<file path="config.mk">
export PLATFORM = sky130hd
export DESIGN_NAME = flash_boot_host
export DESIGN_NICKNAME = d
export VERILOG_FILES = /design/src/common/flash_host_pkg.sv /design/src/design/flash_bus_cycle.sv /design/src/design/flash_boot_host.sv
export SDC_FILE = /design/constraint.sdc
export NUM_CORES = 1
export LEC_CHECK = 0
export BUFFER_PORTS_ARGS = -buffer_cell sky130_fd_sc_hd__buf_4
export CORE_MARGIN = 5
export CORE_UTILIZATION = 55
export DETAILED_ROUTE_END_ITERATION = 10
export PLACE_DENSITY = 0.79
export SYNTH_ARGS = -nofsm -noshare
export SYNTH_HDL_FRONTEND = slang
export SYNTH_HIERARCHICAL = 1
export SYNTH_SLANG_ARGS = --single-unit
export TNS_END_PERCENT = 30
</file>
<file path="constraint.sdc">
create_clock -name sys_clk -period 3.4 [get_ports sys_clk]
set_clock_uncertainty 0.2 [all_clocks]
set_input_delay 0.17 -clock sys_clk [delete_from_list [all_inputs] [get_ports sys_clk]]
set_output_delay 0.17 -clock sys_clk [all_outputs]
set_load 0.01 [all_outputs]
</file>
<file path="src/common/flash_host_pkg.sv">
package flash_host_pkg;
  // ==========================================================
  // Command codes written to the device
  localparam logic [7:0] CMD_PROGRAM_SETUP = 8'h40;
  localparam logic [7:0] CMD_ERASE_SETUP = 8'h20;
  localparam logic [7:0] CMD_ERASE_CONFIRM = 8'hd0;
  localparam logic [7:0] CMD_READ_ARRAY = 8'hff;
  localparam logic [7:0] CMD_CLEAR_STATUS = 8'h50;
  // ==========================================================
  // Status bit positions
  localparam int ENGINE_READY_BIT = 7;
  localparam int ERASE_FAIL_BIT = 5;
  localparam int PROGRAM_FAIL_BIT = 4;
  localparam int SUPPLY_LOW_BIT = 3;
  // ==========================================================
  // Bus strobe timing, in ns and cycles at 50 MHz
  localparam int CLK_PERIOD_NS = 20;
  localparam int STROBE_NS = 100;
  localparam int STROBE_CYCLES =
    (STROBE_NS + CLK_PERIOD_NS - 1) / CLK_PERIOD_NS;
  // Override settle time before the setup write
  localparam int OVERRIDE_SETTLE_NS = 480;
  localparam int OVERRIDE_CYCLES =
    (OVERRIDE_SETTLE_NS + CLK_PERIOD_NS - 1) / CLK_PERIOD_NS;
  localparam int TIMER_W = 6;
  // ==========================================================
  // Sequencer states, Gray in the order listed
  typedef enum logic [3:0] {
    ST_IDLE = 4'b0000,
    ST_RAISE = 4'b0001,
    ST_SETUP = 4'b0011,
    ST_CONFIRM = 4'b0010,
    ST_POLL = 4'b0110,
    ST_CHECK = 4'b0111,
    ST_CLEAR = 4'b0101,
    ST_ARRAY = 4'b0100,
    ST_DONE = 4'b1100
  } seq_state_t;
  // Bus cycle phases
  typedef enum logic [1:0] {
    BUS_IDLE = 2'b00,
    BUS_ACTIVE = 2'b01,
    BUS_GAP = 2'b11
  } bus_phase_t;
endpackage

</file>
<file path="src/design/flash_bus_cycle.sv">
`timescale 1ns/100ps
// ==========================================================
// One asynchronous write or read cycle on the flash pins
module flash_bus_cycle
  import flash_host_pkg::*;
(
  // Clock and reset
  input wire logic sys_clk,
  input wire logic rstSync_n,
  // Request
  input wire logic start,
  input wire logic isWrite,
  input wire logic [16:0] addrIn,
  input wire logic [7:0] dataIn,
  output logic done,
  output logic [7:0] readData,
  // Pins
  output logic [16:0] flashAddr,
  output logic [7:0] dqOut,
  output logic dqOe,
  input wire logic [7:0] dqIn,
  output logic chipSel_n,
  output logic writeEn_n,
  output logic readStrobe_n
);
  typedef struct packed {
    bus_phase_t phase;
    logic [TIMER_W-1:0] timer;
    logic write;
    logic [16:0] addr;
    logic [7:0] wdata;
    logic [7:0] rdata;
    logic doneP;
  } bus_t;
  bus_t cur, next_cur;

  // Strobe low for STROBE_CYCLES + 1 cycles, then an idle gap as long so each read
  // is a fresh strobe and the status is refreshed
  always_comb begin
    next_cur = cur;
    next_cur.doneP = 1'b0;
    case (cur.phase)
      BUS_IDLE: begin
        if (start) begin
          next_cur.phase = BUS_ACTIVE;
          next_cur.timer = TIMER_W'(STROBE_CYCLES);
          next_cur.write = isWrite;
          next_cur.addr = addrIn;
          next_cur.wdata = dataIn;
        end
      end
      BUS_ACTIVE: begin
        if (cur.timer == '0) begin
          if (!cur.write) next_cur.rdata = dqIn;
          next_cur.phase = BUS_GAP;
          next_cur.timer = TIMER_W'(STROBE_CYCLES);
        end else begin
          next_cur.timer = cur.timer - 1'b1;
        end
      end
      default: begin
        if (cur.timer == '0) begin
          next_cur.phase = BUS_IDLE;
          next_cur.doneP = 1'b1;
        end else begin
          next_cur.timer = cur.timer - 1'b1;
        end
      end
    endcase
  end

  always_ff @(posedge sys_clk or negedge rstSync_n) begin
    if (!rstSync_n) cur <= '0;
    else cur <= next_cur;
  end

  // Pin drive; data held through the gap so it is stable at WE rise
  assign flashAddr = cur.addr;
  assign dqOut = cur.wdata;
  assign dqOe = cur.write && cur.phase != BUS_IDLE;
  assign chipSel_n = cur.phase != BUS_ACTIVE;
  assign writeEn_n = !(cur.phase == BUS_ACTIVE && cur.write);
  assign readStrobe_n = !(cur.phase == BUS_ACTIVE && !cur.write);
  assign done = cur.doneP;
  assign readData = cur.rdata;
endmodule // flash_bus_cycle

</file>
<file path="src/design/flash_boot_host.sv">
`timescale 1ns/100ps
module flash_boot_host
  import flash_host_pkg::*;
#(
  parameter logic [16:0] BOOT_BASE = 17'h1e000,
  parameter logic [16:0] BOOT_LAST = 17'h1ffff
) (
  // Clock and reset
  input wire logic sys_clk,
  input wire logic rst_n,
  // User command port
  input wire logic opStart,
  input wire logic opErase,
  input wire logic opLast,
  input wire logic fullCheck,
  input wire logic [16:0] opAddr,
  input wire logic [7:0] opData,
  output logic opBusy,
  output logic opDone,
  output logic opFail,
  output logic [7:0] opStatus,
  // Flash pins
  output logic [16:0] flashAddr,
  output logic [7:0] dqOut,
  output logic dqOe,
  input wire logic [7:0] dqIn,
  output logic chipSel_n,
  output logic writeEn_n,
  output logic readStrobe_n,
  output logic overrideEnable
);
  // ==========================================================
  // Reset synchroniser
  logic [1:0] rstPipe;
  logic rstSync_n;
  always_ff @(posedge sys_clk or negedge rst_n) begin
    if (!rst_n) rstPipe <= 2'b00;
    else rstPipe <= {rstPipe[0], 1'b1};
  end
  assign rstSync_n = rstPipe[1];

  // ==========================================================
  // State
  typedef struct packed {
    seq_state_t state;
    logic erase;
    logic last;
    logic check;
    logic [16:0] addr;
    logic [7:0] data;
    logic boot;
    logic override;
    logic [TIMER_W-1:0] wait_;
    logic issued;
    logic [7:0] status;
    logic fail;
    logic doneP;
  } host_t;
  host_t cur, next_cur;

  logic busStart, busWrite, busDone;
  logic [7:0] busData;
  logic [7:0] busRead;
  logic [16:0] busAddr;
  logic inBoot;

  // Lock check is only needed for the boot range
  assign inBoot = opAddr >= BOOT_BASE && opAddr <= BOOT_LAST;

  // ==========================================================
  // Sequencer
  always_comb begin
    next_cur = cur;
    next_cur.doneP = 1'b0;
    busStart = 1'b0;
    busWrite = 1'b1;
    busAddr = cur.addr;
    busData = cur.data;
    case (cur.state)
      ST_IDLE: begin
        if (opStart) begin
          next_cur.erase = opErase;
          next_cur.last = opLast;
          next_cur.check = fullCheck;
          next_cur.addr = opAddr;
          next_cur.data = opData;
          next_cur.boot = inBoot;
          next_cur.fail = 1'b0;
          next_cur.issued = 1'b0;
          next_cur.wait_ = TIMER_W'(OVERRIDE_CYCLES);
          // Drive straight to override, never a middle level
          next_cur.override = inBoot;
          next_cur.state = ST_RAISE;
        end
      end
      // Let override settle before the setup write
      ST_RAISE: begin
        if (cur.wait_ == '0) next_cur.state = ST_SETUP;
        else next_cur.wait_ = cur.wait_ - 1'b1;
      end
      ST_SETUP: begin
        busStart = !cur.issued;
        busData = cur.erase ? CMD_ERASE_SETUP : CMD_PROGRAM_SETUP;
        next_cur.issued = 1'b1;
        if (busDone) begin
          next_cur.issued = 1'b0;
          next_cur.state = ST_CONFIRM;
        end
      end
      ST_CONFIRM: begin
        busStart = !cur.issued;
        busData = cur.erase ? CMD_ERASE_CONFIRM : cur.data;
        next_cur.issued = 1'b1;
        if (busDone) begin
          next_cur.issued = 1'b0;
          next_cur.state = ST_POLL;
        end
      end
      // Each poll is its own strobe so status refreshes
      ST_POLL: begin
        busStart = !cur.issued;
        busWrite = 1'b0;
        next_cur.issued = 1'b1;
        if (busDone) begin
          next_cur.issued = 1'b0;
          next_cur.status = busRead;
          if (busRead[ENGINE_READY_BIT]) next_cur.state = ST_CHECK;
        end
      end
      ST_CHECK: begin
        // Override held until ready was seen; release now
        next_cur.override = 1'b0;
        if (cur.check || cur.last) begin
          next_cur.fail = cur.status[PROGRAM_FAIL_BIT]
                        | cur.status[ERASE_FAIL_BIT]
                        | cur.status[SUPPLY_LOW_BIT];
        end
        // Unchecked bytes keep their error bits for the final check
        if ((cur.check || cur.last) && (cur.status[SUPPLY_LOW_BIT] ||
            cur.status[PROGRAM_FAIL_BIT] ||
            cur.status[ERASE_FAIL_BIT])) begin
          next_cur.state = ST_CLEAR;
        end else if (cur.last) begin
          next_cur.state = ST_ARRAY;
        end else begin
          next_cur.state = ST_DONE;
        end
      end
      ST_CLEAR: begin
        busStart = !cur.issued;
        busData = CMD_CLEAR_STATUS;
        next_cur.issued = 1'b1;
        if (busDone) begin
          next_cur.issued = 1'b0;
          next_cur.state = cur.last ? ST_ARRAY : ST_DONE;
        end
      end
      ST_ARRAY: begin
        busStart = !cur.issued;
        busData = CMD_READ_ARRAY;
        next_cur.issued = 1'b1;
        if (busDone) begin
          next_cur.issued = 1'b0;
          next_cur.state = ST_DONE;
        end
      end
      default: begin
        next_cur.doneP = 1'b1;
        next_cur.state = ST_IDLE;
      end
    endcase
  end

  always_ff @(posedge sys_clk or negedge rstSync_n) begin
    if (!rstSync_n) cur <= '0;
    else cur <= next_cur;
  end

  // ==========================================================
  // Bus cycle engine
  flash_bus_cycle busCycle (
    .sys_clk(sys_clk),
    .rstSync_n(rstSync_n),
    .start(busStart),
    .isWrite(busWrite),
    .addrIn(busAddr),
    .dataIn(busData),
    .done(busDone),
    .readData(busRead),
    .flashAddr(flashAddr),
    .dqOut(dqOut),
    .dqOe(dqOe),
    .dqIn(dqIn),
    .chipSel_n(chipSel_n),
    .writeEn_n(writeEn_n),
    .readStrobe_n(readStrobe_n)
  );

  // User outputs
  assign opBusy = cur.state != ST_IDLE;
  assign opDone = cur.doneP;
  assign opFail = cur.fail;
  assign opStatus = cur.status;
  assign overrideEnable = cur.override;
endmodule // flash_boot_host

</file>
Word level (Yosys, flattened, before mapping):

Cells that the tools add are included.

* register bits after elaboration: 96
* word-level logic and storage cells: 121
* output and inout bits: 41
* bits of input ports: 39

* reduce and logical (&&, ||, !) cells: 37
* equal/unequal tests: 22
* bitwise operators: 3
* multiplexer cells: 34
* order comparisons: 2
* add/subtract/negate cells: 2

Operators by type and width (number)
* $mux W41: 1
* $mux W4: 9
* $mux W34: 1
* $pmux W4 S8: 1
* $pmux W8 S4: 1
* $mux W6: 3
* $ne A2 B1 Y1 const B: 9
* $ge A17 B17 Y1 const B: 1
* $le A17 B17 Y1 const B: 1
* $eq A4 B3 Y1 const B: 4
* $pmux W8 S2: 1
* $logic_not A6 Y1: 2
* $pmux W6 S2: 1
* $reduce_and A2 Y1: 6
* $reduce_and A3 Y1: 4
* $sub A6 B1 Y6 const B: 2
* $mux W9: 1
* $eq A4 B2 Y1 const B: 2
* $mux W1: 8
* $mux W8: 1
* $ne A2 B2 Y1 const B: 4
* $reduce_and A8 Y1: 1
* $reduce_bool A2 Y1: 4
* $reduce_or A8 Y1: 1
* 19 further kinds: 31

Logic depth before layout (Yosys ltp):

Gate-level depths: netlist of run 1.

* depth after elaboration: 5
* gate-level depth with buffers: 7
* gate-level depth less buffers: 7

Cells and area by module:

Netlist of run 1, hierarchy kept.

Modules (own cells, without submodules)
* flash_boot_host: cells an instance 266, times used 1, sequential area each 1301.2 µm², area each 2471.1 µm²
* flash_bus_cycle: cells an instance 155, times used 1, sequential area each 1076.0 µm², area each 2048.2 µm²

Worst setup path after synthesis of run 1:

Ideal clock, no wire load.

* path type: register to register
* start point: register cur[49] (netlist bit)
* end point: register busCycle.cur (netlist bit busCycle/dqOut[7])
* buffers on the path: 1
* required time: 3.073 ns
* arrival time: 1.945 ns
* path slack: 1.128 ns
* stages on the path, launching flop included: 8
* cells stage by stage: dfrtp_1 > and3_1 > or3_1 > nor2_1 > inv_1 > nor2_8 > buf_6 > mux2_1

* word-level cells in the longest chain between the ends: 4

RTL lines
* start, declared: RTL line flash_boot_host.sv:59 `host_t cur, next_cur;`
* start signal, assigned: RTL line flash_boot_host.sv:176 `else cur <= next_cur;`
* $eq A4 B3 Y1 or $eq A4 B2 Y1 (tied branches): RTL line flash_boot_host.sv:79 `case (cur.state)`
* $reduce_or A5 Y1 (no source line) *
* $mux W1 *
* via busStart: RTL line flash_boot_host.sv:61 `logic busStart, busWrite, busDone;`
* $reduce_and A2 Y1 (no source line) *
* end signal, assigned: RTL line flash_bus_cycle.sv:74 `else cur <= next_cur;`
* end, declared: RTL line flash_bus_cycle.sv:35 `bus_t cur, next_cur;`

The timed path passes the listed nets; every way through them passes the cells marked *.
A chain may end at the register's enable or synchronous reset.

Worst setup path in the final report of run 1:

* start point: register cur[49] (netlist bit)
* end point: register busCycle.cur (netlist bit busCycle/flashAddr[3])

The elaborated chain is that of the path after synthesis.

==> impl_metrics.env, run 1 <==
export IMPL_crit_path_top_delay_cell="dfrtp_1"
export IMPL_core_region_area_um2=8090
export IMPL_yosys_cell_count_top_type="dfrtp_1"
export IMPL_num_vias=3195
export IMPL_syn_to_final_growth_pct=20.9
export IMPL_setup_tns_final_ps=0
export IMPL_start_kind="register"
export IMPL_antenna_diode_count=0
export IMPL_setup_violations_final=0
export IMPL_drc_errors=0
export IMPL_r2r_end="busCycle/flashAddr[3]$_DFFE_PN0P_"
export IMPL_grt_start_max_net_pins=42
export IMPL_ff2ff_setup_slack_ps=560
export IMPL_cts_buffer_depth=2
export IMPL_criticalPathCategory="register to register"
export IMPL_regToRegStartpoint="cur[49]$_DFFE_PN0P_"
export IMPL_fin_cells=607
export IMPL_grt_pass1_vias=3206
export IMPL_min_period_ps=2840
export IMPL_firstDrtPassIters=4
export IMPL_crit_start="cur[49]$_DFFE_PN0P_"
export IMPL_async_flop_share=1.00
export IMPL_ir_drop_mv=0.327
export IMPL_status="finished clean"
export IMPL_path_clk_slew_ps=110
export IMPL_yosysTopAreaCell="dfrtp_1"
export IMPL_antenna_found_initial=0
export IMPL_gp_congestion=0.837
export IMPL_crit_chain="nor2_1, or3_1, nor2_1, inv_1, nor2_8, mux2_1"
export IMPL_crit_required_ps=3440
export IMPL_yosysTopAreaCellShare=0.526
export IMPL_ys_flop_type="dfrtp_1"
export IMPL_initial_core_util=0.558
export IMPL_grtUsageTotal=0.188
export IMPL_hpwl_mm=6.15
export IMPL_hold_slack_ps=112
export IMPL_cpMostUsedCell="nor2_1"
export IMPL_synth_commonest_cells="dfrtp_1, nand2_1, buf_4"
export IMPL_postRouteAntennaNets=0
export IMPL_fin_crit_sh=0.836
export IMPL_ios=80
export IMPL_final_max_slew_violation_count=0
export IMPL_core_rowCount=33
export IMPL_cts_made_buffers=9
export IMPL_rsz0062_at_grt="no"
export IMPL_tightest_slew_ps=754
export IMPL_drt_iter0_drc=118
export IMPL_io_buffers=79
export IMPL_wirelength_mm=9.02
export IMPL_cp_slowest_stage_delay_ps=610
export IMPL_p_leak_nw=2.67
export IMPL_cp_max_fo=27
export IMPL_ys_ff_latch=95
export IMPL_syn_area_per_cell_um2=10.7
export IMPL_fill_cells=623
export IMPL_overflow=0
export IMPL_synth_edf_count=0
export IMPL_finalHoldViolations=0
export IMPL_cp_arrival_ps=2880
export IMPL_relSlewSlack=0.496
export IMPL_ys_warn_count=6
export IMPL_worstSetupEndpointType="register"
export IMPL_htree_levels=3
export IMPL_numPlacedInstances=553
export IMPL_hold_path_class="register to async pin"
export IMPL_pwr_density_cell_nw_per_um2=796
export IMPL_total_power_mw=4.35
export IMPL_endpoint="busCycle/flashAddr[3]$_DFFE_PN0P_"
export IMPL_die_y_um=101
export IMPL_post_drt_wl_per_cell_um=14.9
export IMPL_fin_nets=539
export IMPL_synth_area_leaders="dfrtp_1, mux2_1, nand2_1, buf_4, mux2_2"
export IMPL_cap_violations=0
export IMPL_fmax_ghz=0.352
export IMPL_syn_nets=463
export IMPL_seq_area_frac_synth=0.526
export IMPL_dieArea_um2=10100
export IMPL_grt_first_pass_wirelength_mm=15.3
export IMPL_drive_gt1_frac=0.251
export IMPL_root_buffer="clkbuf_8"
export IMPL_via_per_inst=5.26
export IMPL_ys_types=56
export IMPL_cts_tree="built"
export IMPL_clk_latency_ps=360
export IMPL_r2r_cells=6
export IMPL_synth_area_um2=4520
export IMPL_clock_sinks=95
export IMPL_syn_instance_count=421
export IMPL_fp_dieW_um=101
-- where the power goes --
group / internal [mW] / total [mW] / switching (mW) / leakage (nW)
logic: 0.839 / 1.65 / 0.815 / 1.38
clock network: 0.282 / 0.706 / 0.425 / 0.0927
registers: 1.60 / 1.99 / 0.390 / 1.19
total: 2.72 / 4.35 / 1.63 / 2.67
-- flip-flops by register name, summed over array words and instances (netlist names) --
signal	count
busAddr	17
busCycle/cur	9
busCycle/done	1
busCycle/dqOut	8
busCycle/flashAddr	17
busCycle/readData	8
cur	22
opDone	1
opFail	1
opStatus	8
overrideEnable	1
rstPipe	2
-- cells by family (layout without fill, tap and decap cells) --
family	count (synthesis)	after routing	share of synthesized area
AND/OR/NAND/NOR	142	142	0.154
flip-flops	95	95	0.526
buffers and inverters	70	151	0.0969
AO/OA/AOI/OAI	59	59	0.0883
multiplexers	48	48	0.120
adder cells (fa/ha/maj)	3	3	0.00831
XOR/XNOR	3	3	0.00582
other	1	1	0.000830
-- metal layers --
layer	up-vias	wire length (µm)	GRT usage
met5	-	0	0
met4	0	126	0.0611
met3	15	564	0.0394
met2	86	4510	0.308
met1	1560	3820	0.251
li1	1534	-	-
-- worst min-delay path by stage --
| stage | start | to | slack, ps | cells after the start |
|---|---|---|---|---|
| 3_3_place_gp | rst_n | rstPipe[0]$_DFF_PN0_ | -250 | 1 |
| 3_5_place_dp | rst_n | rstPipe[0]$_DFF_PN0_ | -250 | 1 |
| 6_report | rstPipe[1]$_DFF_PN0_ | busAddr[14]$_DFFE_PN0P_ | 110 | 0 |
| 2_1_floorplan | rst_n | rstPipe[0]$_DFF_PN0_ | -330 | 0 |
| 4_1_cts | opStart | cur[47]$_DFFE_PN0P_ | 130 | 4 |
| 5_1_grt | opStart | cur[47]$_DFFE_PN0P_ | 160 | 4 |
-- stage by stage --
step           instance area, µm²  setup slack (ps)   util
6_report                     5460               557  0.675
5_1_grt                      5460               319  0.675
2_1_floorplan                4520               358      -
4_1_cts                      5460               559  0.675
3_5_place_dp                 4900               597  0.605
3_3_place_gp                 4900               698  0.605
-- layout make-up --
cell class	instances	area (µm²)	share of cell area
inverters	13	48.8	0.00893
flip-flops and latches	95	2380	0.436
clock inverters	7	62.6	0.0115
repair buffers	122	1010	0.185
well taps	105	131	0.0240
multi-input cells	256	1700	0.312
clock buffers	9	124	0.0227
-- cells in the final DEF, fill, tap and decap left out, types with 4 or more instances in the layout --
cell type | Yosys | final
nor3_1 | 5 | 5
nand2b_1 | 5 | 5
a21oi_1 | 14 | 14
nor2_1 | 16 | 16
o2bb2ai_1 | 5 | 5
mux2_2 | 12 | 12
clkbuf_8 | 0 | 9
dfrtp_1 | 95 | 94
nand2_1 | 90 | 90
inv_1 | 13 | 13
nand3b_1 | 4 | 4
buf_4 | 42 | 84
mux2_1 | 34 | 34
nand3_1 | 5 | 5
dlygate4sd3_1 | 0 | 38
o21ai_0 | 14 | 14
-- worst max-delay path: cells and delay by family, from the launching register on --
kind	cells	cell delay (ps)
and+or+nand+nor	4	1350
buffers and inverters	1	170
DFF	1	610
muxes	1	370
-- timing repair --
item / CTS / global route
gates resized for setup: 0 / 0
hold buffers: 38 / 0
endpoints found under the hold margin: 38 / 0
buffers inserted: 0 / 0
No activity file was read; power rests on OpenSTA's default activity.
==> run 2, diff against run 1 <==
==> constraint.sdc (replaced) <==
create_clock -name sys_clk -period 2.8 [get_ports sys_clk]
set_clock_uncertainty 0.2 [all_clocks]
set_input_delay 0.14 -clock sys_clk [delete_from_list [all_inputs] [get_ports sys_clk]]
set_output_delay 0.14 -clock sys_clk [all_outputs]
set_load 0.01 [all_outputs]
==> run 2 against run 1 <==
Net effect:
- final cell count rose by 1.3%
- register-to-register slack got worse by 130 ps
- critical path depth did not move
- core utilization rose by 1.2 points
- maximum frequency rose by 20%
- largest cell class unchanged
- combinational power rose by 28%
- sequential power rose by 20%
- global-route usage fell by 0.26 points
- non-clock buffer count rose by 8
- first-iteration DRC count rose by 6.8%
==> impl_metrics.env, run 2 (synthesized netlist as in run 1, its figures left out) <==
export IMPL_drc_errors=0
export IMPL_syn_to_final_growth_pct=23.0
export IMPL_htree_levels=3
export IMPL_p_int_mw=3.51
export IMPL_die_y_um=101
export IMPL_fin_cells=615
export IMPL_regToRegStartpoint="cur[49]$_DFFE_PN0P_"
export IMPL_grtUsageTotal=0.186
export IMPL_fin_nets=547
export IMPL_drive_gt1_frac=0.261
export IMPL_post_drt_wl_per_cell_um=14.8
export IMPL_wirelength_mm=9.09
export IMPL_final_common_cell="dfrtp_1"
export IMPL_clkPwrFrac=0.180
export IMPL_ios=80
export IMPL_numPlacedInstances=561
export IMPL_antenna_diode_count=0
export IMPL_rsz0062_at_grt="no"
export IMPL_power_frac_seq=0.436
export IMPL_final_max_slew_violation_count=0
export IMPL_cts_buffer_depth=2
export IMPL_clk_latency_ps=360
export IMPL_fp_dieW_um=101
export IMPL_hpwl_mm=6.33
export IMPL_worstSetupEndpointType="register"
export IMPL_start_kind="register"
export IMPL_ff2ff_setup_slack_ps=420
export IMPL_switching_share=0.360
export IMPL_overflow=0
export IMPL_drt_iter0_drc=126
export IMPL_initial_core_util=0.558
export IMPL_setup_tns_final_ps=0
export IMPL_final_area_um2=5560
export IMPL_postRouteAntennaNets=0
export IMPL_criticalPathCategory="register to register"
export IMPL_antenna_found_initial=0
export IMPL_num_vias=3205
export IMPL_ir_drop_mv=0.505
export IMPL_largest_register_ffs=22
export IMPL_io_buffers=79
export IMPL_final_cell_mix="dfrtp_1, buf_4, nand2_1"
export IMPL_firstDrtPassIters=4
export IMPL_min_period_ps=2380
export IMPL_p_leak_nw=2.72
export IMPL_cts_tree="built"
export IMPL_r2r_end="busCycle/flashAddr[16]$_DFFE_PN0P_"
export IMPL_fmax_ghz=0.421
export IMPL_post_cts_resized=0
export IMPL_hold_slack_ps=113
export IMPL_cap_violations=0
export IMPL_grt_start_max_net_pins=42
export IMPL_post_cts_setup_buffers=0
export IMPL_r2r_cells=6
export IMPL_largest_register="cur"
export IMPL_cp_arrival_ps=2420
export IMPL_core_rowCount=33
export IMPL_cts_made_buffers=9
export IMPL_gp_congestion=0.823
export IMPL_path_clk_slew_ps=90
export IMPL_crit_required_ps=2840
export IMPL_power_switching_mw=1.98
export IMPL_relSlewSlack=0.506
export IMPL_root_buffer="clkbuf_8"
export IMPL_fin_crit_sh=0.848
export IMPL_hold_path_class="register to async pin"
export IMPL_status="finished clean"
export IMPL_core_region_area_um2=8090
export IMPL_via_per_inst=5.21
export IMPL_place_area_um2=4960
export IMPL_finalHoldViolations=0
export IMPL_tightest_slew_ps=740
export IMPL_clock_sinks=95
export IMPL_grt_pass1_vias=3199
export IMPL_fill_cells=589
export IMPL_dieArea_um2=10100
export IMPL_pwr_density_cell_nw_per_um2=988
export IMPL_setup_violations_final=0
export IMPL_pwr_share_comb=0.385
export IMPL_cp_max_fo=27
export IMPL_grt_first_pass_wirelength_mm=15.0
[run 2: cell count changes in the layout (fill, tap and decap cells not counted), sizes merged]
| cell | before | now |
|---|---|---|
| inv | 17 | 14 |
| buf | 84 | 92 |
| bufinv | 0 | 2 |
| clkbuf | 9 | 10 |
[run 2: worst max path at each step]
stage	start	to	slack (ps)	depth (start not counted)
3_3_place_gp	cur[49]$_DFFE_PN0P_	busCycle/flashAddr[1]$_DFFE_PN0P_	490	6
3_5_place_dp	cur[49]$_DFFE_PN0P_	busCycle/flashAddr[3]$_DFFE_PN0P_	420	6
4_1_cts	cur[49]$_DFFE_PN0P_	busCycle/flashAddr[3]$_DFFE_PN0P_	410	6
2_1_floorplan	cur[49]$_DFFE_PN0P_	busCycle/dqOut[7]$_DFFE_PN0P_	530	7
6_report	cur[49]$_DFFE_PN0P_	busCycle/flashAddr[16]$_DFFE_PN0P_	420	6
5_1_grt	cur[49]$_DFFE_PN0P_	busCycle/flashAddr[3]$_DFFE_PN0P_	280	6
[run 2: stage by stage]
| step | setup WS, ps | utilization | total power [mW] |
|---|---|---|---|
| CTS | 406 | 0.687 | 5.53 |
| global route | 284 | 0.687 | 5.87 |
| detailed placement | 419 | 0.612 | 4.49 |
| finish | 425 | 0.687 | 5.49 |
| global placement | 494 | 0.612 | 4.37 |
| floorplan | 528 | - | 3.98 |
[run 2: cell type report]
| cell class | instances | area (µm²) | area share |
|---|---|---|---|
| Clock inverter | 6 | 93.8 | 0.0169 |
| Clock buffer | 10 | 128 | 0.0230 |
| Sequential cell | 95 | 2380 | 0.428 |
| Tap cell | 105 | 131 | 0.0236 |
| Inverter | 13 | 48.8 | 0.00878 |
| Multi-Input combinational cell | 256 | 1700 | 0.307 |
| Timing Repair Buffer | 130 | 1070 | 0.193 |
[run 2: worst max-delay path, stage by stage, from the launching register on]
cell and delay (ps):
dfrtp_1 410, and3_1 190, or3_1 380, nor2_1 150, inv_1 120, nor2_8 420
mux2_1 380
[run 2: per-layer routing]
metal,GRT usage,up-vias,share of wire
met1,0.231,1571,0.42
met5,0,-,0
met2,0.318,73,0.50
li1,-,1548,-
met3,0.0443,13,0.061
met4,0.0611,0,0.016
[run 2: repair_timing]
item	in CTS	in global routing
hold buffers	38	0
setup endpoints to repair	0	0
hold endpoints to repair	39	0
[run 2: power by group through the flow]
stage	clock, mW	sequential, mW	combinational [mW]
6_report	0.986	2.39	2.11
5_1_grt	1.06	2.47	2.34
4_1_cts	1.00	2.39	2.14
3_5_place_dp	0	2.41	2.08
3_3_place_gp	0	2.37	2.00
2_1_floorplan	0	2.29	1.69
